## src/logic/cmc_pkg.sv

```systemverilog
// Constants for the CAN mode and configuration control block
// Contract
// - Sleep waits for idle bus, empty transmit
// - sleep_ack set once sleep is entered
// - sleep_request cannot set while wake flag pending
// - Sleep ends by software clear or wake
// - Request clears ignored before their acknowledge
// - init_request aborts traffic, drops synchronisation
// - init_ack marks init; both bits one
// - Init returns listed registers to reset
// - Config registers writable only in init
// - Resync: 11 recessive, or 128 when bus-off
// - tx_pin recessive at once on init request
// - tx_pin recessive in stop, wait+stop_in_wait
// - frame_received_flag set only in normal mode
// - module_enable write-once, special modes repeatable
// - clock_select picks oscillator or bus clock
// - loopback_select feeds transmitter into receiver
// - monitor_only receives, never transmits, freezes counters
// - busoff_recovery_mode: automatic or software recovery
// - wake_filter_select needs wake_pulse_min dominant pulse
// - tx_pin low dominant, high recessive
// - Clearing sleep_request or waking clears sleep_ack
// - wake_enable zero ignores bus; set before sleep
package cmc_pkg;
	localparam int ADDR_W = 6;
	localparam logic [5:0] OFF_CTL_A = 6'h00;
	localparam logic [5:0] OFF_CTL_B = 6'h01;
	localparam logic [5:0] OFF_TIMING_A = 6'h02;
	localparam logic [5:0] OFF_TIMING_B = 6'h03;
	localparam logic [5:0] OFF_RX_FLAGS = 6'h04;
	localparam logic [5:0] OFF_RX_IEN = 6'h05;
	localparam logic [5:0] OFF_TX_FLAGS = 6'h06;
	localparam logic [5:0] OFF_TX_IEN = 6'h07;
	localparam logic [5:0] OFF_ABORT_REQ = 6'h08;
	localparam logic [5:0] OFF_ABORT_ACK = 6'h09;
	localparam logic [5:0] OFF_BUF_SEL = 6'h0A;
	localparam logic [5:0] OFF_ACC_CTL = 6'h0B;
	localparam logic [5:0] OFF_ACC_BASE = 6'h10;
	// control_reg_a fields
	localparam int A_FRAME = 7;
	localparam int A_RXACT = 6;
	localparam int A_STOPWAIT = 5;
	localparam int A_SYNC = 4;
	localparam int A_TIMER = 3;
	localparam int A_WAKE_EN = 2;
	localparam int A_SLEEP_RQ = 1;
	localparam int A_INIT_RQ = 0;
	// control_reg_b fields
	localparam int B_ENABLE = 7;
	localparam int B_CLKSEL = 6;
	localparam int B_LOOPBACK = 5;
	localparam int B_MONITOR = 4;
	localparam int B_BUSOFF_RECOVERY_MODE = 3;
	localparam int B_WAKE_FILT = 2;
	localparam int B_SLEEP_ACK = 1;
	localparam int B_INIT_ACK = 0;
	localparam int RX_WAKE_FLAG = 7;
	localparam logic [7:0] CTL_A_RST = 8'h00;
	localparam logic [7:0] CTL_B_RST = 8'h00;
	localparam logic [7:0] GEN_RST = 8'h00;
	localparam logic [7:0] TX_FLAGS_RST = 8'h07;
	// Resynchronisation counts
	localparam int RECESSIVE_RUN = 11;
	localparam int BUSOFF_RUNS = 128;
	// Wake filter timing
	localparam int CLK_PERIOD_NS = 10;
	localparam int WAKE_PULSE_MIN_NS = 2000;
	localparam int WAKE_CYCLES =
		(WAKE_PULSE_MIN_NS + CLK_PERIOD_NS - 1) / CLK_PERIOD_NS;
	typedef enum logic [3:0] {
		ST_RUN = 4'b0001,
		ST_SLEEP = 4'b0010,
		ST_INIT = 4'b0100,
		ST_RESYNC = 4'b1000
	} cmc_state_t;
endpackage : cmc_pkg

```

## src/logic/cmc_sync.sv

```systemverilog
// Two-stage synchroniser for asynchronous inputs
`timescale 1ns/1ps
`default_nettype none
module cmc_sync #(
	parameter int WIDTH = 1,
	parameter logic [WIDTH-1:0] RST_VAL = '1
) (
	input wire logic i_sys_clk,
	input wire logic i_rst_n,
	input wire logic [WIDTH-1:0] i_async,
	output logic [WIDTH-1:0] o_sync
);
	logic [WIDTH-1:0] stage1_reg;
	logic [WIDTH-1:0] stage2_reg;

	always_ff @(posedge i_sys_clk or negedge i_rst_n) begin
		if (!i_rst_n) begin
			stage1_reg <= RST_VAL;
			stage2_reg <= RST_VAL;
		end else begin
			stage1_reg <= i_async;
			stage2_reg <= stage1_reg;
		end
	end

	assign o_sync = stage2_reg;
endmodule : cmc_sync
`default_nettype wire

```

## src/logic/cmc_accept_mem.sv

```systemverilog
// Acceptance code and mask storage with registered read
`timescale 1ns/1ps
`default_nettype none
module cmc_accept_mem #(
	parameter int DEPTH = 16,
	parameter int AW = 4
) (
	input wire logic i_sys_clk,
	input wire logic i_wr,
	input wire logic [AW-1:0] i_addr,
	input wire logic [7:0] i_wdata,
	output logic [7:0] o_rdata
);
	logic [7:0] mem [DEPTH];
	logic [7:0] rdata_reg;

	always_ff @(posedge i_sys_clk) begin
		if (i_wr) begin
			mem[i_addr] <= i_wdata;
		end
		rdata_reg <= mem[i_addr];
	end

	assign o_rdata = rdata_reg;
endmodule : cmc_accept_mem
`default_nettype wire

```

## src/logic/cmc_top.sv

```systemverilog
// CAN mode, sleep, init and configuration control with register port
//
// Decided for this implementation: the plain strobed port and the placing of the registers.
`timescale 1ns/1ps
`default_nettype none
module cmc_top
	import cmc_pkg::*;
#(
	parameter int ACC_DEPTH = 16
) (
	input wire logic i_sys_clk,
	input wire logic i_reset_n,
	input wire logic [ADDR_W-1:0] i_addr,
	input wire logic [7:0] i_wdata,
	input wire logic i_wr,
	input wire logic i_rd,
	output logic [7:0] o_rdata,
	input wire logic i_rx_pin,
	output logic o_tx_pin,
	input wire logic i_tx_bit,
	input wire logic i_bit_tick,
	input wire logic i_rx_active,
	input wire logic i_tx_empty,
	input wire logic i_busoff,
	input wire logic i_frame_valid,
	input wire logic [6:0] i_rx_flag_set,
	input wire logic [7:0] i_tx_flag_set,
	input wire logic i_abort_done,
	input wire logic i_cpu_stop,
	input wire logic i_cpu_wait,
	input wire logic i_special_mode,
	output logic o_rx_bit,
	output logic o_module_enable,
	output logic o_clock_select,
	output logic o_monitor_only,
	output logic o_busoff_recovery_mode,
	output logic o_counters_frozen,
	output logic o_abort_traffic,
	output logic o_synchronized,
	output logic [7:0] o_bus_timing_a,
	output logic [7:0] o_bus_timing_b,
	output logic [7:0] o_acceptance_control
);
	logic rst_meta_reg;
	logic rst_n;
	logic rx_sync;
	cmc_state_t state_reg;
	cmc_state_t state_next;
	logic [7:0] ctl_a_reg;
	logic [7:0] ctl_b_reg;
	logic enable_written_reg;
	logic wake_armed_reg;
	logic [7:0] rx_flags_reg;
	logic [7:0] rx_ien_reg;
	logic [7:0] tx_flags_reg;
	logic [7:0] tx_ien_reg;
	logic [7:0] abort_req_reg;
	logic [7:0] abort_ack_reg;
	logic [7:0] buf_sel_reg;
	logic [7:0] timing_a_reg;
	logic [7:0] timing_b_reg;
	logic [7:0] acc_ctl_reg;
	logic [7:0] rdata_reg;
	logic rd_mem_reg;
	logic [7:0] mem_rdata;
	logic [3:0] run_cnt_reg;
	logic [7:0] occ_cnt_reg;
	logic [$clog2(WAKE_CYCLES+1)-1:0] dom_cnt_reg;
	logic init_mode;
	logic out_of_init;
	logic sleep_ack;
	logic init_ack;
	logic bus_idle;
	logic wake_hit;
	logic resync_done;
	logic acc_hit;
	logic wr_a;
	logic force_recessive;

	// Reset release through two flops
	always_ff @(posedge i_sys_clk or negedge i_reset_n) begin
		if (!i_reset_n) begin
			rst_meta_reg <= 1'b0;
			rst_n <= 1'b0;
		end else begin
			rst_meta_reg <= 1'b1;
			rst_n <= rst_meta_reg;
		end
	end

	cmc_sync #(.WIDTH(1), .RST_VAL(1'b1)) u_rx_sync (
		.i_sys_clk(i_sys_clk),
		.i_rst_n(rst_n),
		.i_async(i_rx_pin),
		.o_sync(rx_sync)
	);

	// Receiver sees own transmitter in loopback
	assign o_rx_bit = ctl_b_reg[B_LOOPBACK] ? i_tx_bit : rx_sync;

	// Acknowledges are decoded from the settled state
	assign sleep_ack = (state_reg == ST_SLEEP);
	assign init_ack = (state_reg == ST_INIT);
	assign init_mode = ctl_a_reg[A_INIT_RQ] && init_ack;
	assign out_of_init = !ctl_a_reg[A_INIT_RQ] && !init_ack;
	assign bus_idle = !i_rx_active && i_tx_empty;
	assign wr_a = i_wr && (i_addr == OFF_CTL_A);
	assign acc_hit = (i_addr >= OFF_ACC_BASE) &&
		(i_addr < OFF_ACC_BASE + 6'(ACC_DEPTH));

	// Wake on dominant level, optionally filtered by pulse length
	always_ff @(posedge i_sys_clk or negedge rst_n) begin
		if (!rst_n) begin
			dom_cnt_reg <= '0;
		end else if (state_reg != ST_SLEEP || o_rx_bit) begin
			dom_cnt_reg <= '0;
		end else if (dom_cnt_reg != WAKE_CYCLES[$bits(dom_cnt_reg)-1:0]) begin
			dom_cnt_reg <= dom_cnt_reg + 1'b1;
		end
	end

	assign wake_hit = (state_reg == ST_SLEEP) && wake_armed_reg &&
		!o_rx_bit && (!ctl_b_reg[B_WAKE_FILT] ||
		dom_cnt_reg >= WAKE_CYCLES[$bits(dom_cnt_reg)-1:0] - 1'b1);

	// Wake capability is fixed at sleep entry
	always_ff @(posedge i_sys_clk or negedge rst_n) begin
		if (!rst_n) begin
			wake_armed_reg <= 1'b0;
		end else if (state_reg != ST_SLEEP) begin
			wake_armed_reg <= ctl_a_reg[A_WAKE_EN];
		end
	end

	// Resynchronisation counter on bit ticks
	always_ff @(posedge i_sys_clk or negedge rst_n) begin
		if (!rst_n) begin
			run_cnt_reg <= '0;
			occ_cnt_reg <= '0;
		end else if (state_reg != ST_RESYNC) begin
			run_cnt_reg <= '0;
			occ_cnt_reg <= '0;
		end else if (i_bit_tick) begin
			if (!o_rx_bit) begin
				run_cnt_reg <= '0;
			end else if (run_cnt_reg == 4'(RECESSIVE_RUN - 1)) begin
				run_cnt_reg <= '0;
				occ_cnt_reg <= occ_cnt_reg + 1'b1;
			end else begin
				run_cnt_reg <= run_cnt_reg + 1'b1;
			end
		end
	end

	always_comb begin
		resync_done = 1'b0;
		if (i_bit_tick && o_rx_bit &&
			run_cnt_reg == 4'(RECESSIVE_RUN - 1)) begin
			if (!i_busoff) begin
				resync_done = 1'b1;
			end else if (occ_cnt_reg == 8'(BUSOFF_RUNS - 1)) begin
				resync_done = 1'b1;
			end
		end
	end

	// Mode state machine
	always_comb begin
		state_next = state_reg;
		unique case (state_reg)
			ST_RUN: begin
				if (ctl_a_reg[A_INIT_RQ]) begin
					state_next = ST_INIT;
				end else if (ctl_a_reg[A_SLEEP_RQ] && bus_idle) begin
					state_next = ST_SLEEP;
				end
			end
			ST_SLEEP: begin
				if (ctl_a_reg[A_INIT_RQ]) begin
					state_next = ST_INIT;
				end else if (!ctl_a_reg[A_SLEEP_RQ]) begin
					state_next = ST_RESYNC;
				end else if (wake_hit) begin
					state_next = ST_RESYNC;
				end
			end
			ST_INIT: begin
				if (!ctl_a_reg[A_INIT_RQ]) begin
					state_next = ST_RESYNC;
				end
			end
			ST_RESYNC: begin
				if (ctl_a_reg[A_INIT_RQ]) begin
					state_next = ST_INIT;
				end else if (resync_done) begin
					state_next = ST_RUN;
				end
			end
		endcase
	end

	always_ff @(posedge i_sys_clk or negedge rst_n) begin
		if (!rst_n) begin
			state_reg <= ST_RESYNC;
		end else begin
			state_reg <= state_next;
		end
	end

	// control_reg_a request bits
	always_ff @(posedge i_sys_clk or negedge rst_n) begin
		if (!rst_n) begin
			ctl_a_reg[A_SLEEP_RQ] <= CTL_A_RST[A_SLEEP_RQ];
			ctl_a_reg[A_INIT_RQ] <= CTL_A_RST[A_INIT_RQ];
			ctl_a_reg[A_WAKE_EN] <= CTL_A_RST[A_WAKE_EN];
		end else begin
			if (wake_hit) begin
				ctl_a_reg[A_SLEEP_RQ] <= 1'b0;
			end else if (wr_a) begin
				if (i_wdata[A_SLEEP_RQ] && !rx_flags_reg[RX_WAKE_FLAG]) begin
					ctl_a_reg[A_SLEEP_RQ] <= 1'b1;
				end else if (!i_wdata[A_SLEEP_RQ] && sleep_ack) begin
					ctl_a_reg[A_SLEEP_RQ] <= 1'b0;
				end
			end
			if (wr_a) begin
				if (i_wdata[A_INIT_RQ]) begin
					ctl_a_reg[A_INIT_RQ] <= 1'b1;
				end else if (init_ack) begin
					ctl_a_reg[A_INIT_RQ] <= 1'b0;
				end
			end
			if (wr_a && out_of_init) begin
				ctl_a_reg[A_WAKE_EN] <= i_wdata[A_WAKE_EN];
			end
		end
	end

	// control_reg_a remaining bits, held reset in init
	always_ff @(posedge i_sys_clk or negedge rst_n) begin
		if (!rst_n) begin
			ctl_a_reg[A_FRAME] <= CTL_A_RST[A_FRAME];
			ctl_a_reg[A_RXACT] <= CTL_A_RST[A_RXACT];
			ctl_a_reg[A_STOPWAIT] <= CTL_A_RST[A_STOPWAIT];
			ctl_a_reg[A_SYNC] <= CTL_A_RST[A_SYNC];
			ctl_a_reg[A_TIMER] <= CTL_A_RST[A_TIMER];
		end else if (init_mode) begin
			ctl_a_reg[A_FRAME] <= CTL_A_RST[A_FRAME];
			ctl_a_reg[A_RXACT] <= CTL_A_RST[A_RXACT];
			ctl_a_reg[A_STOPWAIT] <= CTL_A_RST[A_STOPWAIT];
			ctl_a_reg[A_SYNC] <= CTL_A_RST[A_SYNC];
			ctl_a_reg[A_TIMER] <= CTL_A_RST[A_TIMER];
		end else begin
			ctl_a_reg[A_RXACT] <= i_rx_active;
			ctl_a_reg[A_SYNC] <= (state_next == ST_RUN);
			if (i_frame_valid && state_reg == ST_RUN &&
				!ctl_b_reg[B_LOOPBACK]) begin
				ctl_a_reg[A_FRAME] <= 1'b1;
			end else if (wr_a && i_wdata[A_FRAME]) begin
				ctl_a_reg[A_FRAME] <= 1'b0;
			end
			if (wr_a && out_of_init) begin
				ctl_a_reg[A_STOPWAIT] <= i_wdata[A_STOPWAIT];
				ctl_a_reg[A_TIMER] <= i_wdata[A_TIMER];
			end
		end
	end

	// control_reg_b, writable only in init mode
	always_ff @(posedge i_sys_clk or negedge rst_n) begin
		if (!rst_n) begin
			ctl_b_reg[7:2] <= CTL_B_RST[7:2];
			enable_written_reg <= 1'b0;
		end else if (i_wr && i_addr == OFF_CTL_B && init_mode) begin
			ctl_b_reg[7:2] <= {ctl_b_reg[B_ENABLE], i_wdata[6:2]};
			if (i_special_mode || !enable_written_reg) begin
				ctl_b_reg[B_ENABLE] <= i_wdata[B_ENABLE];
				enable_written_reg <= 1'b1;
			end
		end
	end

	assign ctl_b_reg[B_SLEEP_ACK] = sleep_ack;
	assign ctl_b_reg[B_INIT_ACK] = init_ack;

	// Timing and acceptance configuration
	always_ff @(posedge i_sys_clk or negedge rst_n) begin
		if (!rst_n) begin
			timing_a_reg <= GEN_RST;
			timing_b_reg <= GEN_RST;
			acc_ctl_reg <= GEN_RST;
		end else if (i_wr && init_mode) begin
			if (i_addr == OFF_TIMING_A) begin
				timing_a_reg <= i_wdata;
			end
			if (i_addr == OFF_TIMING_B) begin
				timing_b_reg <= i_wdata;
			end
			if (i_addr == OFF_ACC_CTL) begin
				acc_ctl_reg <= i_wdata;
			end
		end
	end

	cmc_accept_mem #(.DEPTH(ACC_DEPTH), .AW(4)) u_accept_mem (
		.i_sys_clk(i_sys_clk),
		.i_wr(i_wr && acc_hit && init_mode),
		.i_addr(i_addr[3:0]),
		.i_wdata(i_wdata),
		.o_rdata(mem_rdata)
	);

	// Receiver and transmit flag groups; set wins over clear
	always_ff @(posedge i_sys_clk or negedge rst_n) begin
		if (!rst_n) begin
			rx_flags_reg <= GEN_RST;
			tx_flags_reg <= TX_FLAGS_RST;
		end else if (init_mode) begin
			rx_flags_reg <= GEN_RST;
			tx_flags_reg <= TX_FLAGS_RST;
		end else begin
			rx_flags_reg <= (rx_flags_reg & ~((i_wr &&
				i_addr == OFF_RX_FLAGS) ? i_wdata : 8'h00)) |
				{wake_hit, i_rx_flag_set};
			tx_flags_reg <= (tx_flags_reg & ~((i_wr &&
				i_addr == OFF_TX_FLAGS) ? i_wdata : 8'h00)) | i_tx_flag_set;
		end
	end

	// Enables, abort and buffer select
	always_ff @(posedge i_sys_clk or negedge rst_n) begin
		if (!rst_n) begin
			rx_ien_reg <= GEN_RST;
			tx_ien_reg <= GEN_RST;
			abort_req_reg <= GEN_RST;
			abort_ack_reg <= GEN_RST;
			buf_sel_reg <= GEN_RST;
		end else if (init_mode) begin
			rx_ien_reg <= GEN_RST;
			tx_ien_reg <= GEN_RST;
			abort_req_reg <= GEN_RST;
			abort_ack_reg <= GEN_RST;
			buf_sel_reg <= GEN_RST;
		end else begin
			if (i_wr && i_addr == OFF_RX_IEN && out_of_init) begin
				rx_ien_reg <= i_wdata;
			end
			if (i_wr && i_addr == OFF_TX_IEN && out_of_init) begin
				tx_ien_reg <= i_wdata;
			end
			if (i_wr && i_addr == OFF_ABORT_REQ) begin
				abort_req_reg <= i_wdata;
			end
			if (i_abort_done) begin
				abort_ack_reg <= abort_req_reg;
			end
			if (i_wr && i_addr == OFF_BUF_SEL) begin
				buf_sel_reg <= i_wdata;
			end
		end
	end

	// Read path, data one cycle after the strobe
	always_ff @(posedge i_sys_clk or negedge rst_n) begin
		if (!rst_n) begin
			rdata_reg <= 8'h00;
			rd_mem_reg <= 1'b0;
		end else begin
			rd_mem_reg <= i_rd && acc_hit;
			rdata_reg <= 8'h00;
			if (i_rd) begin
				unique case (i_addr)
					OFF_CTL_A: rdata_reg <= ctl_a_reg;
					OFF_CTL_B: rdata_reg <= ctl_b_reg;
					OFF_TIMING_A: rdata_reg <= timing_a_reg;
					OFF_TIMING_B: rdata_reg <= timing_b_reg;
					OFF_RX_FLAGS: rdata_reg <= rx_flags_reg;
					OFF_RX_IEN: rdata_reg <= rx_ien_reg;
					OFF_TX_FLAGS: rdata_reg <= tx_flags_reg;
					OFF_TX_IEN: rdata_reg <= tx_ien_reg;
					OFF_ABORT_REQ: rdata_reg <= abort_req_reg;
					OFF_ABORT_ACK: rdata_reg <= abort_ack_reg;
					OFF_BUF_SEL: rdata_reg <= buf_sel_reg;
					OFF_ACC_CTL: rdata_reg <= acc_ctl_reg;
					default: rdata_reg <= 8'h00;
				endcase
			end
		end
	end

	assign o_rdata = rd_mem_reg ? mem_rdata : rdata_reg;

	// Transmit pin: recessive whenever sending is unsafe
	assign force_recessive = ctl_a_reg[A_INIT_RQ] ||
		i_cpu_stop || (i_cpu_wait && ctl_a_reg[A_STOPWAIT]) ||
		ctl_b_reg[B_MONITOR] || ctl_b_reg[B_LOOPBACK] ||
		!ctl_b_reg[B_ENABLE] || state_reg != ST_RUN;
	assign o_tx_pin = force_recessive ? 1'b1 : i_tx_bit;

	assign o_abort_traffic = ctl_a_reg[A_INIT_RQ];
	assign o_module_enable = ctl_b_reg[B_ENABLE];
	assign o_clock_select = ctl_b_reg[B_CLKSEL];
	assign o_monitor_only = ctl_b_reg[B_MONITOR];
	assign o_counters_frozen = ctl_b_reg[B_MONITOR];
	assign o_busoff_recovery_mode = ctl_b_reg[B_BUSOFF_RECOVERY_MODE];
	assign o_synchronized = ctl_a_reg[A_SYNC];
	assign o_bus_timing_a = timing_a_reg;
	assign o_bus_timing_b = timing_b_reg;
	assign o_acceptance_control = acc_ctl_reg;
endmodule : cmc_top
`default_nettype wire

```

## config.mk

```make
export PLATFORM = sky130hd
export DESIGN_NAME = cmc_top
export DESIGN_NICKNAME = d
export VERILOG_FILES = /design/src/logic/cmc_pkg.sv /design/src/logic/cmc_sync.sv /design/src/logic/cmc_accept_mem.sv /design/src/logic/cmc_top.sv
export SDC_FILE = /design/constraint.sdc
export NUM_CORES = 1
export LEC_CHECK = 0
export ABC_CLOCK_PERIOD_IN_PS = 7300
export BUFFER_PORTS_ARGS = -buffer_cell sky130_fd_sc_hd__buf_2
export CORE_MARGIN = 5
export CORE_UTILIZATION = 65
export DETAILED_ROUTE_END_ITERATION = 8
export GPL_TIMING_DRIVEN = 0
export PLACE_DENSITY = 0.85
export SLEW_MARGIN = 20
export SYNTH_ARGS = -nofsm -noshare
export SYNTH_HDL_FRONTEND = slang
export SYNTH_SLANG_ARGS = --single-unit
```

## constraint.sdc

```tcl
create_clock -name i_sys_clk -period 7.3 [get_ports i_sys_clk]
set_clock_uncertainty 0.2 [all_clocks]
set_input_delay 0 -clock i_sys_clk [delete_from_list [all_inputs] [get_ports i_sys_clk]]
set_output_delay 0 -clock i_sys_clk [all_outputs]
set_load 0.01 [all_outputs]
```

---- After elaboration in Yosys (flattened, before gate mapping) ----
Memories as Yosys holds them, arrays and structs flattened. A register that Yosys moved wholly into a read port is not among the register bits.
Cells that the tools add are included.
storage, ports and cells
  register bits after elaboration ......... 133
  bits in writable memories ............... 128
  output and inout port bits .............. 41
  word-level logic and storage cells ...... 192
  memories ................................ 1
cells by class
  add/subtract/negate cells ............... 3
  magnitude comparators ................... 3
  eq/ne operators ......................... 22
  multiplexer cells ....................... 54
  bitwise logic cells ..................... 6
  reductions and logical operators ........ 73
memories
  name              depth  bits a word  read ports  clocked after memory_dff  wr ports  line                  RTL
  u_accept_mem.mem  16     8            1           1                         1         cmc_accept_mem.sv:14  logic [7:0] mem [DEPTH];
operators with widths
  kind                   count
  $mux W8                22
  $pmux W8 S12           1
  $mux W4                12
  $logic_and A1 B1 Y1    32
  $eq A6 B3 Y1 const B   4
  $eq A6 B4 Y1 const B   4
  $reduce_bool A2 Y1     12
  $mux W1                17
  $add A8 B1 Y8 const B  2
  $and A8 B8 Y8          2
  $not A8 Y8             2
  $or A8 B8 Y8           2
  $pmux W4 S4            1
  $eq A6 B2 Y1 const B   2
  $reduce_and A2 Y1      6
  $logic_not A1 Y1       10
  $logic_or A1 B1 Y1     9
  $eq A4 B1 Y1 const B   2
  $eq A4 B4 Y1 const B   2
  $eq A8 B7 Y1 const B   1
  $ge A8 B8 Y1 const B   1
  $ne A8 B8 Y1 const B   1
  $eq A6 B1 Y1 const B   1
  $ge A6 B5 Y1 const B   1
  11 further kinds       12

---- Logic depth before layout (Yosys ltp) ----
Gate-level depths: netlist of run 1.
  word-level depth ........................ 10
  depth in mapped cells ................... 9

---- Modules after synthesis ----
From an unflattened synthesis of run 1, not the netlist that was laid out.
second synthesis, totals
  cell total of the unflattened synthesis .. 833
  area, all modules ....................... 11,636.2 sq um
by module, submodules not included
  module          instances  cells each  area an instance (sq um)
  cmc_top         1          601         6,516.2
  cmc_accept_mem  1          230         5,067.4
  cmc_sync        1          2           52.6

---- Worst setup path after synthesis of run 1 ----
No wires, ideal clock.
  path type ............................... register to register
  from .................................... register state_reg[0]
  to ...................................... memory u_accept_mem.mem[1][0] (enable)
  arrival time ............................ 2.078 ns
  data required time ...................... 6.717 ns
  path slack .............................. 4.638 ns
  stages on the path, launching flop included .. 7
  period minus slack after synthesis ...... 2.662 ns
  cells stage by stage .................... dfrtp_1 > nor4b_4 > and2_1 > buf_2 > and4b_1 > nand2_1 > nor3_1
between the ends
  longest elaborated chain between the ends .. 5
ends and longest elaborated chain
  what                           line                  RTL
  start: declaration             cmc_top.sv:47         cmc_state_t state_reg;
  start signal: assignment       cmc_top.sv:206        state_reg <= state_next;
  $eq A4 B3 Y1                   cmc_top.sv:103        assign init_ack = (state_reg == ST_INIT);
  $logic_and A1 B1 Y1            cmc_top.sv:104        assign init_mode = ctl_a_reg[A_INIT_RQ] && init_ack;
  $logic_and A1 B1 Y1            cmc_top.sv:307        .i_wr(i_wr && acc_hit && init_mode),
  $mux W1                        cmc_accept_mem.sv:18  if (i_wr) begin
  $mux W1 (implied by the code)  cmc_accept_mem.sv:19  mem[i_addr] <= i_wdata;
  end: declaration               cmc_accept_mem.sv:14
Every way passes these cells.

---- Final worst setup path of run 1 ----
  from .................................... register state_reg[3]
  to ...................................... memory u_accept_mem.mem[4][2] (enable)
Same word-level chain as after synthesis.

==> summary.md, run 1 <==
| Metric | Value |
|---|---|
| CTS Root Cell | `clkbuf_16` |
| Count of cells resized by post-cts repair | `0` |
| Worst skew pair latency | `0.56 ns` |
| Max reg flops | `128` |
| CP delay by family, top | `simple AND/OR/NAND/NOR gates` |
| Minimum clock period after layout | `3.37 ns` |
| Crit path buf inv count | `2` |
| Worst min-delay path class | `flip-flop to async pin` |
| Share of flip-flops with an asynchronous set or reset | `0.494` |
| Post-synthesis mux area share | `0.127` |
| Pwr Density | `261 nW/um^2` |
| Synth unique cells | `60` |
| Num CTS Buffers | `27` |
| WP data required | `7.27 ns` |
| Setup crit start kind | `flip-flop` |
| RSZ-0062 raised after global routing | `false` |
| TritonCTS clock tree | `done` |
| Layout cell share with drive strength beyond 1 | `0.251` |
| CTS sink cnt | `269` |
| Die width | `143 um` |
| DRC | `0` |
| Number of synthesized register bits | `269` |
| Vias in the first global route | `8554` |
| H-tree depth | `1` |
| Max IR drop VDD | `215 uV` |
| First-iteration detailed-routing DRC count | `1108` |
| Post-Synth Adder-Cell Area | `0.00547` |
| CP max stage delay | `0.78 ns` |
| Final WS setup | `3.93 ns` |
| Yosys warning count | `0` |
| Synth Area in Compound Gates | `0.0760` |
| Max_slew headroom | `0.396` |
| Via count | `8532` |
| Hold_ws | `0.0356 ns` |
| Dominant cell type by area after synthesis | `edfxtp_1` |
| Final period util | `0.461` |
| Fin. max-slew vios | `0` |
| Post-route insts no fill | `1245` |
| Core Rows | `48` |
| Clock transition at the registers of the reported paths | `0.07 ns` |
| Synth Net Count | `884` |
| Fmax achieved | `297 MHz` |
| Critical Path AT | `3.34 ns` |
| Max-cap violations | `0` |
| Mean Syn Cell Area | `13.7 sq um` |
| Largest family of logic cells by synthesized area | `multiplexers` |
| Pin count of the biggest net entering global routing | `58` |
| Yosys top cell area share | `0.336` |
| Vias per cell | `6.85` |
| Antenna cells | `0` |
| Total wire length | `34100 um` |
| Die Y | `143 um` |
| Largest buffer count on any clock path | `3` |
| Status | `finished clean` |
| Commonest non-fill, non-tap cell in the layout | `edfxtp_1` |
| Post-DP HPWL | `20800 um` |
| WS Path Type | `flip-flop to flip-flop` |
| CP max FO | `10` |
| Post-synth EDFFs | `128` |
| IO buf count | `79` |
| Final ANT Viol Nets | `0` |
| XOR/XNOR share of the synthesized area | `0.00919` |
| Synth Area in Simple Gates | `0.114` |
| Slew @ Worst Pin | `0.903 ns` |
| Crit. End Element | `flip-flop` |
| Setup_tns | `0 ns` |
| Post-synthesis sequential area ratio | `0.642` |
| Grt ovf | `0` |
| Primary FF master, synth | `edfxtp_1` |
| Place WS | `3.82 ns` |
| Placed insts | `1141` |
| Boundary Pins | `85` |
| Post-Syn Instances | `835` |
| Leakage power | `0.00537 uW` |
| Cell at the slowest stage of the critical path | `nor2_1` |
| Crit-path cells | `clkbuf_2 -> nor4b_4 -> and2_1 -> buf_2 -> and4b_1 -> nand2_1 -> nor2_1` |
| All-Layer GR Usage | `0.341` |
| Die area | `20400 sq um` |
| Initial antenna violation count | `0` |
| Synth area leaders | `edfxtp_1 (34%), dfrtp_1 (28%), mux4_2 (7.9%)` |
| Largest reg by FF count | `u_accept_mem.mem` |
| Final setup vio count | `0` |
| First-pass GRT wire length | `51300 um` |
| Most frequent cells in the layout | `edfxtp_1 (128), dfrtp_1 (126), buf_2 (99)` |
| Cts hold-fix bufs | `54` |
| Final hold vios | `0` |
| Initial core utilization | `0.661` |
| Synthesized area | `11400 sq um` |
| Syn-to-layout area delta | `19.2%` |
| Setup bufs post-CTS | `0` |
| WL/cell | `27.4 um` |
| Final #Nets | `1048` |
| Drt pass-1 iters | `7` |
| Core Area | `17300 sq um` |
| Gpl congestion | `0.998` |
path summary, 6_finish.rpt:
path / start / end / slack, ns / cells after the start
max: state_reg[3]$_DFF_PN1_ / u_accept_mem.mem[4][2]$_DFFE_PP_ / 3.93 / 7
min: rst_n$_DFF_PN0_ / o_bus_timing_b[5]$_DFFE_PN0P_ / 0.04 / 0
max in group asynchronous: rst_n$_DFF_PN0_ / u_rx_sync.stage1_reg$_DFF_PN1_ / 6.20 / 1
min reg2reg: rst_n$_DFF_PN0_ / o_bus_timing_b[5]$_DFFE_PN0P_ / 0.04 / 0
max reg2reg: state_reg[3]$_DFF_PN1_ / u_accept_mem.mem[4][2]$_DFFE_PP_ / 3.93 / 7
min in group i_sys_clk: i_rx_flag_set[0] / rx_flags_reg[0]$_DFF_PN0_ / 0.04 / 4
metal layers:
layer / vias up / share of wire / track usage
met2: 752 / 0.47 / 0.539
met3: 175 / 0.13 / 0.0948
met5: - / 0 / 0
met4: 0 / 0.057 / 0.156
li1: 3461 / - / -
met1: 4144 / 0.35 / 0.445
where the power goes:
group / switching [uW] / internal, uW / total, uW / leakage [uW]
clock network: 610 / 812 / 1420 / 0.000432
registers: 93.6 / 1700 / 1790 / 0.00291
logic: 211 / 143 / 353 / 0.00203
through the flow:
| stage | utilization | total power, uW | area (sq um) |
|---|---|---|---|
| floorplan | - | 1990 | 11400 |
| global placement | 0.701 | 2100 | 12100 |
| detailed placement | 0.704 | 2130 | 12200 |
| CTS | 0.788 | 3540 | 13600 |
| global route | 0.788 | 3670 | 13600 |
| finish | 0.788 | 3560 | 13600 |
Yosys cell counts (all sizes together), types with 2 or more instances:
cell and count:
a2111oi 4, a211o 4, a21oi 36, a22oi 25, a31oi 9, a32oi 19
and2 12, and3 18, and3b 2, and4 6, buf 27, clkbuf 34
dfrtp 127, dfstp 6, dfxtp 8, edfxtp 128, ha 5, inv 7
mux2 41, mux2i 9, mux4 40, nand2 95, nand2b 2, nand3 27
nand3b 2, nand4 5, nor2 58, nor2b 4, nor3 7, nor4 4
nor4b 7, o21ai 28, or3 4, xnor2 4, xor2 8
kinds of logic (layout without fill, tap and decap cells):
logic type,Yosys count,in the layout
and+or+nand+nor,258,258
AOI/OAI and AO/OA,132,132
xor gates and xnor gates,12,12
buffers and inverters,68,253
DFF,269,269
muxes,90,90
other,1,1
adders and majority gates,5,5
cell type report:
cell class,instances,area (sq um)
sequential,269,7340
multi-input combinational,498,3820
fill,942,3660
timing repair buffer,135,991
clock buffer,34,722
tap,225,282
buffer,61,277
clock inverter,16,178
inverter,7,26.3
No activity file was read; power rests on OpenSTA's default activity.
==> run 2, diff against run 1 <==
ABC_AREA = 1   (was unset)
ABC_CLOCK_PERIOD_IN_PS = 3100   (was 7300)
CORE_UTILIZATION = 60   (was 65)
PLACE_DENSITY = 0.8   (was 0.85)
clock period = 3.1 ns   (was 7.3 ns; I/O delays follow)
==> summary.md, run 2 <==
| Metric | Value |
|---|---|
| Status | `finished clean` |
| CP max FO | `8 (-2)` |
| Via count | `9256 (+8.5%)` |
| Worst skew pair latency | `0.53 ns (-0.03 ns)` |
| Final hold vios | `0 (unchanged)` |
| CTS sink cnt | `269 (unchanged)` |
| Layout cell share with drive strength beyond 1 | `0.157 (-0.0944)` |
| CTS Root Cell | `clkbuf_16` |
| Most frequent cells after synthesis | `nand2_1 (214), inv_1 (130), edfxtp_1 (128)` |
| Worst min-delay path class | `input pin to flip-flop` |
| Number of fillers in the final layout | `1231 (+31%)` |
| Post-synthesis mux area share | `0.00793 (-0.119)` |
| Post-Synth Adder-Cell Area | `0.00551 (+0.0000385)` |
| Final #Nets | `1319 (+26%)` |
| Max reg flops | `128 (unchanged)` |
| Max-cap violations | `0 (unchanged)` |
| Hold_ws | `0.0383 ns (+0.00262 ns)` |
| Synth Net Count | `1144 (+29%)` |
| Die Y | `148 um (+3.5%)` |
| RSZ-0062 raised after global routing | `false` |
| Die width | `148 um (+3.5%)` |
| WS Path Type | `flip-flop to flip-flop` |
| Total wire length | `31400 um (-8.0%)` |
| First-iteration detailed-routing DRC count | `1261 (+14%)` |
| Final ANT Viol Nets | `0 (unchanged)` |
| Share of flip-flops with an asynchronous set or reset | `0.494 (unchanged)` |
| Power Internal | `6480 uW (+140%)` |
| Slew @ Worst Pin | `0.801 ns (-0.102 ns)` |
| Register share of total power | `0.483 (-0.019)` |
| Grt ovf | `0 (unchanged)` |
| Number of synthesized register bits | `269 (unchanged)` |
| Combinational share of power | `0.112 (+0.013)` |
| Commonest non-fill, non-tap cell in the layout | `nand2_1` |
| Clock Power Share | `0.404 (+0.005)` |
| IO buf count | `82 (+3.8%)` |
| Largest family of logic cells by synthesized area | `simple AND/OR/NAND/NOR gates` |
| WL/cell | `20.6 um (-25%)` |
| Synth Area in Compound Gates | `0.139 (+0.0633)` |
| Final setup vio count | `0 (unchanged)` |
| Antenna cells | `0 (unchanged)` |
| TritonCTS clock tree | `done` |
| All-Layer GR Usage | `0.289 (-0.0518)` |
| Synth Area in Simple Gates | `0.140 (+0.0260)` |
| Fmax achieved | `332 MHz (+12%)` |
| Largest reg by FF count | `u_accept_mem.mem` |
| Vias in the first global route | `9148 (+6.9%)` |
| Max IR drop VDD | `488 uV (+130%)` |
| Largest buffer count on any clock path | `3 (unchanged)` |
| Critical Path AT | `2.96 ns (-0.38 ns)` |
| Post-Syn Instances | `1095 (+31%)` |
| First-pass GRT wire length | `49400 um (-3.8%)` |
| Core Rows | `50 (+4.2%)` |
| WP data required | `3.05 ns (-4.22 ns)` |
| Post-synthesis sequential area ratio | `0.646 (+0.00452)` |
| Drt pass-1 iters | `6 (-1)` |
| Setup_tns | `0 ns (unchanged)` |
| Net Switching | `2130 uW (+130%)` |
| Pwr Density | `629 nW/um^2 (+140%)` |
| Minimum clock period after layout | `3.01 ns (-0.358 ns)` |
| Mean Syn Cell Area | `10.4 sq um (-24%)` |
| Max_slew headroom | `0.464 (+0.0679)` |
| Leakage power | `0.00590 uW (+9.8%)` |
| Sw Ratio | `0.248 (-0.00873)` |
| Clock transition at the registers of the reported paths | `0.06 ns (about the same)` |
| DRC | `0 (unchanged)` |
| Vias per cell | `6.07 (-11%)` |
| Final period util | `0.970 (+0.509)` |
| Post-DP HPWL | `20500 um (-1.4%)` |
| Count leader, synth | `nand2_1` |
| Pin count of the biggest net entering global routing | `57 (-1.7%)` |
| XOR/XNOR share of the synthesized area | `0.00154 (-0.00765)` |
| Yosys warning count | `0 (unchanged)` |
| Core Area | `18600 sq um (+7.8%)` |
| Most frequent cells in the layout | `nand2_1 (214), inv_1 (130), edfxtp_1 (128)` |
| Initial core utilization | `0.609 (-0.0521)` |
| Num CTS Buffers | `27 (unchanged)` |
| Synthesized area | `11400 sq um (-0.70%)` |
| Setup crit start kind | `flip-flop` |
| Initial antenna violation count | `0 (unchanged)` |
| Crit. End Element | `flip-flop` |
| Primary FF master, synth | `edfxtp_1` |
| Syn-to-layout area delta | `20.7%` |
| Gpl congestion | `0.975 (-2.3%)` |
| Synth area leaders | `edfxtp_1 (34%), dfrtp_1 (28%), nand2_1 (7.1%)` |
| H-tree depth | `1 (unchanged)` |
| Die area | `21800 sq um (+7.0%)` |
| Synth unique cells | `41 (-32%)` |
| Fin. max-slew vios | `0 (unchanged)` |
| Dominant cell type by area after synthesis | `edfxtp_1` |
| Boundary Pins | `85 (unchanged)` |
| Yosys top cell area share | `0.338 (+0.00237)` |
| Post-synth EDFFs | `128 (unchanged)` |
-- run 2: cell count changes in the layout (fill, tap and decap cells not counted), sizes merged, moves of 15 or more --
cell | before | now
clkbuf | 68 | 48
a21oi | 36 | 51
nand2 | 95 | 220
o22ai | 1 | 36
a32oi | 19 | 0
mux2 | 41 | 8
a22oi | 25 | 65
nor2 | 58 | 94
mux4 | 40 | 0
inv | 8 | 141
o21ai | 28 | 97
-- run 2: timing repair --
item / 4_1_cts / 5_1_grt
hold buffers: 62 / 0
hold endpoints to repair: 237 / 0
setup buffers: 0 / 0
gates resized for setup: 0 / 2
setup endpoints to repair: 0 / 9
-- run 2: final timing paths --
kind                                              from                                 to  slack, ns  depth (start not counted)
worst min-delay path                         i_addr[1]      o_bus_timing_a[4]$_DFFE_PN0P_       0.04                          7
worst max register to register  state_reg[0]$_DFF_PN0_  u_accept_mem.mem[10][4]$_DFFE_PP_       0.09                          7
max in group asynchronous              rst_n$_DFF_PN0_      o_bus_timing_b[0]$_DFFE_PN0P_       1.73                          2
min in group asynchronous              rst_n$_DFF_PN0_         dom_cnt_reg[3]$_DFFE_PN0P_       0.06                          0
worst min register to register         rst_n$_DFF_PN0_         dom_cnt_reg[3]$_DFFE_PN0P_       0.06                          0
worst max-delay path            state_reg[0]$_DFF_PN0_  u_accept_mem.mem[10][4]$_DFFE_PP_       0.09                          7
-- run 2: metrics by stage --
step / instances / power [uW] / util / setup WS (ns) / area, sq um
finish: 1524 / 8620 / 0.735 / 0.0917 / 13700
global route: 1524 / 8860 / 0.735 / 0.000409 / 13700
CTS: 1524 / 8570 / 0.735 / 0.154 / 13700
detailed placement: 1413 / 5070 / 0.650 / 0.250 / 12100
global placement: 1411 / 5020 / 0.647 / -0.0697 / 12100
floorplan: 1095 / 4750 / - / 0.693 / 11400
-- run 2: kinds of logic after synthesis --
| family | after synthesis |
|---|---|
| fa+ha+maj | 5 |
| mux | 8 |
| simple gates | 377 |
| other cells | 1 |
| buf+inv | 171 |
| xor+xnor | 2 |
| flops | 269 |
| compound gates | 262 |
-- run 2: cell type report --
type / instances / area, sq um / area share
timing repair buffer: 146 / 1090 / 0.0792
clock buffer: 35 / 756 / 0.0551
buffer: 30 / 148 / 0.0108
tap: 234 / 293 / 0.0214
sequential: 269 / 7340 / 0.536
clock inverter: 14 / 204 / 0.0149
multi-input combinational: 655 / 3350 / 0.244
inverter: 141 / 529 / 0.0386
-- run 2: critical path, stage by stage (launching register included) --
cell and delay, ns:
dfrtp_1 0.43, nor2_1 0.15, nand2_1 0.20, nor2_2 0.24, nand2_2 0.19, nor3_2 0.30
nand2_1 0.23, nor2_1 0.68
-- run 2: per-layer routing --
layer  vias up  GRT usage  wire length, um  part of all wire
li1       4104          -                -                 -
met1      4391      0.400            11700              0.37
met3       122     0.0533             3470              0.11
met5         -          0                0                 0
met4         0     0.0862             1070             0.034
met2       639      0.473            15100              0.48
-- run 2: power by group through the flow --
stage | combinational [uW] | sequential (uW) | clock (uW)
final | 968 | 4160 | 3490
after detailed placement | 846 | 4220 | 0
after CTS | 938 | 4150 | 3480
after global placement | 785 | 4230 | 0
after floorplan | 558 | 4190 | 0
after global routing | 1060 | 4180 | 3620
